<file path="src/power_mode_pkg.sv">
package power_mode_pkg;

    // ------------------------------------------------------------
    // Register map
    // ------------------------------------------------------------
    localparam logic [7:0] POWER_CONTROL_ADDR     = 8'h87;
    localparam logic [7:0] REGULATOR_CONTROL_ADDR = 8'hc9;
    localparam logic [7:0] POWER_STATUS_ADDR      = 8'h85;
    localparam logic [7:0] REGULATOR_CONTROL_PAGE = 8'h00;
    localparam logic [7:0] REGULATOR_CONTROL_PAGE2 = 8'h20;
    localparam logic [7:0] POWER_STATUS_PAGE      = 8'h00;

    // ------------------------------------------------------------
    // Field positions and reset values
    // ------------------------------------------------------------
    localparam int IDLE_BIT     = 0;
    localparam int STOP_BIT     = 1;
    localparam int SUSPEND_BIT  = 2;
    localparam int SNOOZE_BIT   = 3;
    localparam int SHUTDOWN_SEL = 7;
    localparam logic [7:0] POWER_CONTROL_RESET     = 8'h00;
    localparam logic [7:0] REGULATOR_CONTROL_RESET = 8'h00;
    localparam logic [7:0] POWER_STATUS_RESET      = 8'h00;
    localparam logic [15:0] RESET_VECTOR           = 16'h0000;

    // ------------------------------------------------------------
    // Timing: regulator recovery time before resuming from snooze
    // ------------------------------------------------------------
    localparam int CLOCK_PERIOD_PS     = 5000;
    localparam int REG_RECOVER_NS      = 20;
    localparam int REG_RECOVER_CYCLES  = (REG_RECOVER_NS * 1000 + CLOCK_PERIOD_PS - 1)
                                         / CLOCK_PERIOD_PS;

    // ------------------------------------------------------------
    // Power modes
    // ------------------------------------------------------------
    typedef enum logic [6:0] {
        MODE_NORMAL   = 7'h01,
        MODE_IDLE     = 7'h02,
        MODE_SUSPEND  = 7'h04,
        MODE_SNOOZE   = 7'h08,
        MODE_STOP     = 7'h10,
        MODE_SHUTDOWN = 7'h20,
        MODE_RECOVER  = 7'h40
    } power_mode_t;

endpackage : power_mode_pkg

</file>
<file path="src/sfr_access_if.sv">
`timescale 1ns/1ps
`default_nettype none
// Register-file access from the CPU special-function bus
interface sfr_access_if;
    logic       write_strobe;
    logic [7:0] write_addr;
    logic [7:0] write_data;
    logic [7:0] page;
    logic       hit_control;
    logic       hit_regulator;
    logic       hit_status;

    modport decoder (
        input  write_strobe, write_addr, write_data, page,
        output hit_control, hit_regulator, hit_status
    );
    modport core (
        output write_strobe, write_addr, write_data, page,
        input  hit_control, hit_regulator, hit_status
    );
endinterface : sfr_access_if
`default_nettype wire

</file>
<file path="src/power_mode_controller.sv">
`timescale 1ns/1ps
`default_nettype none
module power_mode_controller #(
    parameter int WAKE_WIDTH = 8
) (
    // Clock and reset
    input  wire logic                  clock,
    input  wire logic                  rstn,
    // Special-function register bus from the CPU
    input  wire logic                  sfr_write,
    input  wire logic                  sfr_read,
    input  wire logic [7:0]            sfr_addr,
    input  wire logic [7:0]            sfr_page,
    input  wire logic [7:0]            sfr_wdata,
    output logic      [7:0]            sfr_rdata,
    // CPU handshake
    input  wire logic                  instr_done,
    input  wire logic                  clock_is_24m5,
    output logic                       cpu_halt,
    output logic                       cpu_restart,
    output logic      [15:0]           restart_address,
    // Wake and reset sources
    input  wire logic                  irq_pending,
    input  wire logic [WAKE_WIDTH-1:0] wake_event,
    input  wire logic                  watchdog_reset,
    input  wire logic                  missing_clock_reset,
    input  wire logic                  missing_clock_enable,
    input  wire logic                  other_reset,
    input  wire logic                  reset_pin_n,
    // Clock and regulator controls
    output logic                       periph_clock_en,
    output logic                       osc_24m5_en,
    output logic                       osc_49m_en,
    output logic                       regulator_standby,
    output logic                       regulator_off,
    output logic                       pin_hold,
    output logic                       por_cause,
    output logic      [6:0]            power_mode
);
    import power_mode_pkg::*;

    // ------------------------------------------------------------
    // Registers and decode
    // ------------------------------------------------------------
    power_mode_t                mode_reg;
    power_mode_t                mode_next;
    logic [7:0]                 power_control_reg;
    logic [7:0]                 regulator_control_reg;
    logic [WAKE_WIDTH-1:0]      power_status_reg;
    logic [7:0]                 pending_reg;
    logic [7:0]                 recover_count_reg;
    logic                       restart_reg;
    logic                       por_cause_reg;
    logic                       exit_pin_reg;
    logic                       any_reset;
    logic                       shutdown_exit;
    logic                       wake_any;
    logic                       ctrl_write;

    sfr_access_if acc ();
    assign acc.write_strobe = sfr_write;
    assign acc.write_addr   = sfr_addr;
    assign acc.write_data   = sfr_wdata;
    assign acc.page         = sfr_page;

    sfr_decoder u_decoder (
        .acc (acc)
    );

    // Wake flags capture while suspended or snoozing
    wake_status #(
        .WAKE_WIDTH (WAKE_WIDTH)
    ) u_wake (
        .clock       (clock),
        .rstn        (rstn),
        .wake_event  (wake_event),
        .capture     (mode_reg == MODE_SUSPEND || mode_reg == MODE_SNOOZE),
        .clear_write (sfr_write && acc.hit_status),
        .clear_data  (sfr_wdata[WAKE_WIDTH-1:0]),
        .flags_reg   (power_status_reg)
    );

    assign ctrl_write = sfr_write && acc.hit_control;
    assign wake_any   = |wake_event;
    // missing clock reset only when enabled
    assign any_reset  = watchdog_reset || other_reset || !reset_pin_n
                        || (missing_clock_reset && missing_clock_enable);
    assign shutdown_exit = !reset_pin_n;

    // ------------------------------------------------------------
    // Request latch: takes effect when the writing instruction ends
    // ------------------------------------------------------------
    always_ff @(posedge clock or negedge rstn) begin
        if (!rstn) begin
            pending_reg <= POWER_CONTROL_RESET;
        end else if (ctrl_write) begin
            pending_reg <= sfr_wdata;
        end else if (instr_done) begin
            pending_reg <= POWER_CONTROL_RESET;
        end
    end

    // ------------------------------------------------------------
    // Mode sequencer
    // ------------------------------------------------------------
    always_comb begin
        mode_next = mode_reg;
        case (mode_reg)
            MODE_NORMAL: begin
                if (instr_done && !ctrl_write) begin
                    if (pending_reg[STOP_BIT] && regulator_control_reg[SHUTDOWN_SEL]) begin
                        mode_next = MODE_SHUTDOWN;
                    end else if (pending_reg[STOP_BIT]) begin
                        mode_next = MODE_STOP;
                    // snooze only from the 24.5 MHz oscillator
                    end else if (pending_reg[SNOOZE_BIT] && clock_is_24m5) begin
                        mode_next = MODE_SNOOZE;
                    // suspend only from the 24.5 MHz oscillator
                    end else if (pending_reg[SUSPEND_BIT] && clock_is_24m5) begin
                        mode_next = MODE_SUSPEND;
                    end else if (pending_reg[IDLE_BIT]) begin
                        mode_next = MODE_IDLE;
                    end
                end
            end
            MODE_IDLE:     mode_next = irq_pending ? MODE_NORMAL : MODE_IDLE;
            MODE_SUSPEND:  mode_next = wake_any ? MODE_NORMAL : MODE_SUSPEND;
            MODE_SNOOZE:   mode_next = wake_any ? MODE_RECOVER : MODE_SNOOZE;
            MODE_RECOVER:  mode_next = (recover_count_reg == 8'h00) ? MODE_NORMAL
                                                                    : MODE_RECOVER;
            // stop ignores wakes; only reset below
            MODE_STOP:     mode_next = MODE_STOP;
            MODE_SHUTDOWN: mode_next = MODE_SHUTDOWN;
            default:       mode_next = MODE_NORMAL;
        endcase
    end

    // Mode register with reset exits
    always_ff @(posedge clock or negedge rstn) begin
        if (!rstn) begin
            mode_reg <= MODE_NORMAL;
        end else if (mode_reg == MODE_SHUTDOWN) begin
            if (shutdown_exit) begin
                mode_reg <= MODE_NORMAL;
            end
        end else if (any_reset) begin
            mode_reg <= MODE_NORMAL;
        end else begin
            mode_reg <= mode_next;
        end
    end

    // ------------------------------------------------------------
    // Regulator recovery counter
    // ------------------------------------------------------------
    always_ff @(posedge clock or negedge rstn) begin
        if (!rstn) begin
            recover_count_reg <= 8'h00;
        end else if (mode_reg == MODE_SNOOZE) begin
            recover_count_reg <= 8'(REG_RECOVER_CYCLES - 1);
        end else if (recover_count_reg != 8'h00) begin
            recover_count_reg <= recover_count_reg - 8'h01;
        end
    end

    // ------------------------------------------------------------
    // Control register: hardware clears halt bit on wake
    // ------------------------------------------------------------
    always_ff @(posedge clock or negedge rstn) begin
        if (!rstn) begin
            power_control_reg <= POWER_CONTROL_RESET;
        end else if (any_reset && mode_reg != MODE_SHUTDOWN) begin
            power_control_reg <= POWER_CONTROL_RESET;
        end else if (ctrl_write) begin
            power_control_reg <= sfr_wdata;
        end else if (mode_reg != MODE_NORMAL && mode_next == MODE_NORMAL) begin
            power_control_reg <= POWER_CONTROL_RESET;
        end else if (mode_reg == MODE_NORMAL && instr_done && mode_next == MODE_NORMAL) begin
            power_control_reg <= POWER_CONTROL_RESET;
        end
    end

    // Regulator control register
    always_ff @(posedge clock or negedge rstn) begin
        if (!rstn) begin
            regulator_control_reg <= REGULATOR_CONTROL_RESET;
        end else if (mode_reg == MODE_SHUTDOWN && shutdown_exit) begin
            regulator_control_reg <= REGULATOR_CONTROL_RESET;
        end else if (sfr_write && acc.hit_regulator) begin
            regulator_control_reg <= sfr_wdata;
        end
    end

    // ------------------------------------------------------------
    // Restart request and reset cause
    // ------------------------------------------------------------
    always_ff @(posedge clock or negedge rstn) begin
        if (!rstn) begin
            restart_reg   <= 1'b0;
            por_cause_reg <= 1'b1;
        end else if (mode_reg == MODE_SHUTDOWN) begin
            restart_reg   <= shutdown_exit;
            por_cause_reg <= por_cause_reg | shutdown_exit;
        end else begin
            restart_reg   <= any_reset;
            por_cause_reg <= (any_reset && !exit_pin_reg) ? 1'b0 : por_cause_reg;
        end
    end

    // Pin still held low after leaving shutdown: keeps the power-on cause,
    // otherwise a long pin press would be reported as an ordinary reset
    // held pin keeps cause
    always_ff @(posedge clock or negedge rstn) begin
        if (!rstn) begin
            exit_pin_reg <= 1'b0;
        end else begin
            exit_pin_reg <= (mode_reg == MODE_SHUTDOWN || exit_pin_reg) && shutdown_exit;
        end
    end

    // ------------------------------------------------------------
    // Outputs
    // ------------------------------------------------------------
    // idle keeps clocks and peripherals on
    // CPU restarts from the fixed reset vector
    assign cpu_halt          = mode_reg != MODE_NORMAL;
    assign periph_clock_en   = mode_reg == MODE_NORMAL || mode_reg == MODE_IDLE;
    assign osc_24m5_en       = periph_clock_en || mode_reg == MODE_RECOVER;
    assign osc_49m_en        = periph_clock_en;
    assign regulator_standby = mode_reg == MODE_SNOOZE;
    assign regulator_off     = mode_reg == MODE_SHUTDOWN;
    assign pin_hold          = mode_reg == MODE_SHUTDOWN;
    assign cpu_restart       = restart_reg;
    assign restart_address   = RESET_VECTOR;
    assign por_cause         = por_cause_reg;
    assign power_mode        = mode_reg;

    // Read data
    always_comb begin
        sfr_rdata = 8'h00;
        if (sfr_read && acc.hit_control) begin
            sfr_rdata = power_control_reg;
        end else if (sfr_read && acc.hit_regulator) begin
            sfr_rdata = regulator_control_reg;
        end else if (sfr_read && acc.hit_status) begin
            sfr_rdata = 8'(power_status_reg);
        end
    end

    // ------------------------------------------------------------
    // Checks
    // ------------------------------------------------------------
    a_idle_entry: assert property (@(posedge clock) disable iff (!rstn)
        mode_reg == MODE_NORMAL && instr_done && !ctrl_write && pending_reg == 8'h01
        && !any_reset |=> mode_reg == MODE_IDLE)
        else $error("idle not entered");
    a_idle_wake: assert property (@(posedge clock) disable iff (!rstn)
        mode_reg == MODE_IDLE && irq_pending && !any_reset
        |=> mode_reg == MODE_NORMAL && power_control_reg[IDLE_BIT] == 1'b0)
        else $error("idle wake failed");
    a_idle_clocks: assert property (@(posedge clock) disable iff (!rstn)
        mode_reg == MODE_IDLE |-> periph_clock_en && osc_24m5_en)
        else $error("clocks off in idle");
    a_reset_restart: assert property (@(posedge clock) disable iff (!rstn)
        any_reset && mode_reg != MODE_SHUTDOWN |=> cpu_restart && mode_reg == MODE_NORMAL)
        else $error("reset did not restart");
    a_stop_holds: assert property (@(posedge clock) disable iff (!rstn)
        mode_reg == MODE_STOP && !any_reset |=> mode_reg == MODE_STOP)
        else $error("stop left without reset");
    a_snooze_recover: assert property (@(posedge clock) disable iff (!rstn)
        mode_reg == MODE_SNOOZE && wake_any && !any_reset |=> mode_reg == MODE_RECOVER)
        else $error("snooze skipped recovery");
    a_shutdown_exit: assert property (@(posedge clock) disable iff (!rstn)
        mode_reg == MODE_SHUTDOWN && shutdown_exit |=> por_cause && cpu_restart)
        else $error("shutdown exit not power-on");
    a_suspend_ignored: assert property (@(posedge clock) disable iff (!rstn)
        mode_reg == MODE_NORMAL && instr_done && !ctrl_write && !clock_is_24m5
        && !pending_reg[STOP_BIT] && !pending_reg[IDLE_BIT] |=> mode_reg == MODE_NORMAL)
        else $error("suspend off wrong clock");
endmodule : power_mode_controller
`default_nettype wire

</file>
<file path="src/sfr_decoder.sv">
`timescale 1ns/1ps
`default_nettype none
module sfr_decoder (
    // Access port
    sfr_access_if.decoder acc
);
    import power_mode_pkg::*;

    // ------------------------------------------------------------
    // Address decode
    // ------------------------------------------------------------
    function automatic logic regulator_page(input logic [7:0] pg);
        return (pg == REGULATOR_CONTROL_PAGE) || (pg == REGULATOR_CONTROL_PAGE2);
    endfunction : regulator_page

    // Control register answers on every page
    // page-independent decode for control only; regulator and status also match the page
    assign acc.hit_control   = acc.write_addr == POWER_CONTROL_ADDR;
    assign acc.hit_regulator = (acc.write_addr == REGULATOR_CONTROL_ADDR)
                               && regulator_page(acc.page);
    assign acc.hit_status    = (acc.write_addr == POWER_STATUS_ADDR)
                               && (acc.page == POWER_STATUS_PAGE);
endmodule : sfr_decoder
`default_nettype wire

</file>
<file path="src/wake_status.sv">
`timescale 1ns/1ps
`default_nettype none
module wake_status #(
    parameter int WAKE_WIDTH = 8
) (
    // Clock and reset
    input  wire logic                  clock,
    input  wire logic                  rstn,
    // Events and software clear
    input  wire logic [WAKE_WIDTH-1:0] wake_event,
    input  wire logic                  capture,
    input  wire logic                  clear_write,
    input  wire logic [WAKE_WIDTH-1:0] clear_data,
    // Flags
    output logic      [WAKE_WIDTH-1:0] flags_reg
);
    import power_mode_pkg::*;

    // ------------------------------------------------------------
    // Sticky wake flags
    // ------------------------------------------------------------
    genvar i;
    generate
        for (i = 0; i < WAKE_WIDTH; i++) begin : g_flag
            always_ff @(posedge clock or negedge rstn) begin
                if (!rstn) begin
                    flags_reg[i] <= POWER_STATUS_RESET[i];
                end else if (capture && wake_event[i]) begin
                    flags_reg[i] <= 1'b1;
                end else if (clear_write && !clear_data[i]) begin
                    flags_reg[i] <= 1'b0;
                end
            end
        end
    endgenerate
endmodule : wake_status
`default_nettype wire

</file>
<file path="config.mk">
export PLATFORM = sky130hd
export DESIGN_NAME = power_mode_controller
export DESIGN_NICKNAME = d
export VERILOG_FILES = /design/src/power_mode_pkg.sv /design/src/sfr_access_if.sv /design/src/power_mode_controller.sv /design/src/sfr_decoder.sv /design/src/wake_status.sv
export SDC_FILE = /design/constraint.sdc
export NUM_CORES = 1
export LEC_CHECK = 0
export BUFFER_PORTS_ARGS = -buffer_cell sky130_fd_sc_hd__buf_2
export CAP_MARGIN = 10
export CORE_UTILIZATION = 35
export DETAILED_ROUTE_END_ITERATION = 6
export GPL_TIMING_DRIVEN = 0
export PLACE_DENSITY_LB_ADDON = 0.25
export SLEW_MARGIN = 5
export SYNTH_ARGS = -nofsm -noshare
export SYNTH_HDL_FRONTEND = slang
export SYNTH_SLANG_ARGS = --single-unit
export TNS_END_PERCENT = 5
</file>
<file path="constraint.sdc">
create_clock -name clock -period 2.94 [get_ports clock]
set_clock_uncertainty 0.05 [all_clocks]
set_input_delay 0.147 -clock clock [delete_from_list [all_inputs] [get_ports clock]]
set_output_delay 0.147 -clock clock [all_outputs]
set_load 0.05 [all_outputs]
</file>
==> impl_metrics.tcl <==
set metrics [dict create \
    grt_overflow 0 \
    nFillCells 810 \
    grt_use_met2 0.276 \
    wl_per_cell_um 14.3 \
    core_um2 7810 \
    cts_sinks 46 \
    routabilityCongestion 0.807 \
    ys.flop_type "dfrtp_1" \
    ys_top_cells_by_count "dfrtp_1 (44), nor2_1 (34), inv_1 (29), nand2_1 (28), buf_4 (19)" \
    holdBufCountCts 0 \
    fin_nets 449 \
    leakage_nw 1.71 \
    use_met3 0.0255 \
    hold_viol_final 38 \
    grt_pass1_vias 2420 \
    htreeDepth 2 \
    peakVddDrop_mv 0.197 \
    r2r_slack_ns 0.50 \
    syn-mean-instance-area_um2 9.08 \
    dieArea_um2 8530 \
    crit_fanout 8 \
    cts_setup_buffers 0 \
    drive_above_1_share 0.290 \
    crit_arrival_ns 2.31 \
    p_clk_frac 0.325 \
    seq_area_um2 1150 \
    yosys_warnings 0 \
    critPathLaunchType "input pin" \
    comb_power_share 0.128 \
    first_iter_violations 151 \
    start_util 0.366 \
    drc_errors 0 \
    cts_buffers 5 \
    post-synth-top-count-cell "dfrtp_1" \
    min-delay-path-class "in2async" \
    post-place-ws_ns 0.443 \
    grt.busiest_layer "met2" \
    ioPinCount 84 \
    rows 32 \
    antenna_found_initial 0 \
    worst-slew-pin-transition_ns 1.13 \
    drv_cap 0 \
    crit_path_end_kind "output pin" \
    fin_crit_sh 0.854 \
    chipHeight_um 92.4 \
    p_sw_mw 0.322 \
    syn_to_final_growth_pct 21.0 \
    grt_max_degree 47 \
    cp-startpoint "sfr_addr[5]" \
    seq_area_frac_synth 0.404 \
    wl_um 7220 \
    drt.antenna.violating_nets 0 \
    synth.largest_area_cell "dfrtp_1" \
    crit_required_ns 2.74 \
    drv_slew 0 \
    critical_path_class "in2out" \
    timing.rr.start "power_mode[2]" \
    ys_ff_latch 46 \
    synth.distinct_cells 61 \
    die_w_um 92.4 \
    power.total_mw 1.17 \
    multi_input_area_um2 1440 \
    cts_tree "done" \
    reg2reg_to "power_control_reg[2]" \
    setup-violations-final 0 \
    setup_tns_ns 0 \
    synth_edf_count 0 \
    firstDrtPassIters 4 \
    insertion_delay_ns 0.30 \
    synthesis.area_um2 2860 \
    grt_use_total 0.175 \
    grt_setup_unrepaired "false" \
    cts_resized 0 \
    rr_worst_depth 7 \
    max-slew-margin-rel 0.237 \
    grt_util_met1 0.246 \
    synthCells 315 \
    clockBufferDepth 2 \
    vias_per_cell 5.09 \
    yosysTopAreaCellShare 0.385 \
    max_freq_mhz 399 \
    min_period_ns 2.51 \
    grt_first_pass_wirelength_um 11700 \
    fin_util 0.443 \
    seq_power_share 0.548 \
    violations "negative hold slack" \
    synth_area_leaders "dfrtp_1 (39%), buf_4 (5.0%), nor2_1 (4.5%)" \
    dp_hpwl_um 5410 \
    dr_total_vias 2571 \
    internal_power_mw 0.852 \
    diodes 0 \
    synth-async-reset-ratio 1.00 \
    root_buffer "clkbuf_8" \
    io_buffer_count 66 \
    whs_ns -0.0288 \
    sw_frac_of_total 0.274 \
    power.density_nw_per_um2 339 \
    path_clk_slew_ns 0.09 \
    final.setup.worst_slack_ns 0.431 \
    status "finished with violations" \
]
==> power by group through the flow <==
stage	Combinational, mW	Sequential (mW)	Clock, mW
2_1_floorplan	0.0896	0.656	0
3_3_place_gp	0.148	0.655	0
3_5_place_dp	0.151	0.655	0
4_1_cts	0.151	0.643	0.390
5_1_grt	0.163	0.644	0.417
6_report	0.150	0.643	0.381
==> routing by layer <==
layer / wire, um / share of wire / up-vias
met2: 3360 / 0.47 / 85
met5: 0 / 0 / -
li1: - / - / 1272
met1: 3320 / 0.46 / 1207
met4: 89 / 0.012 / 0
met3: 447 / 0.062 / 7
==> cell families (layout without fill, tap and decap cells) <==
kind of cell,count (synthesis),count (layout),share of synthesized area
buf+inv,60,133,0.113
other cells,1,16,0.00131
xor+xnor,10,10,0.0306
compound gates,75,75,0.198
simple gates,112,112,0.213
mux,9,9,0.0315
fa+ha+maj,2,2,0.00875
flops,46,46,0.404
==> worst max-delay path: stages <==
cell and delay (ns):
buf_2 0.10, nor4bb_1 0.38, nand2_1 0.17, nor3_1 0.85
a222oi_1 0.30, inv_1 0.11, buf_2 0.26
==> stage by stage <==
| step | instance area, um2 | std cells |
|---|---|---|
| 3_5_place_dp | 3380 | 498 |
| 3_3_place_gp | 3380 | 498 |
| 5_1_grt | 3460 | 505 |
| 4_1_cts | 3460 | 505 |
| 6_report | 3460 | 505 |
| 2_1_floorplan | 2920 | 330 |
==> worst max-delay path by stage <==
stage	endpoint	slack, ns	depth (start not counted)
final	sfr_rdata[7]	0.43	7
after global routing	sfr_rdata[7]	0.11	7
after CTS	sfr_rdata[7]	0.43	7
after detailed placement	sfr_rdata[7]	0.44	7
after global placement	sfr_rdata[7]	0.40	7
after floorplan	periph_clock_en	0.32	4
==> cell type report <==
type | instances | area share
repair buffers | 66 | 0.0955
plain buffers | 29 | 0.0601
flip-flops and latches | 46 | 0.334
clock inverters | 1 | 0.00217
well taps | 102 | 0.0369
multi-input cells | 224 | 0.417
inverters | 31 | 0.0336
clock buffers | 6 | 0.0210
==> placed cells by master, fill, tap and decap left out, types with 8 or more instances in the layout <==
cell	instances
buf_2	70
dfrtp_1	44
nor2_1	34
inv_1	29
nand2_1	28
buf_4	19
o21ai_1	17
conb_1	16
o211ai_1	10
mux2i_1	9
a222oi_1	8
nand2b_1	8
o211ai_2	8
No activity file was read; power rests on OpenSTA's default activity.
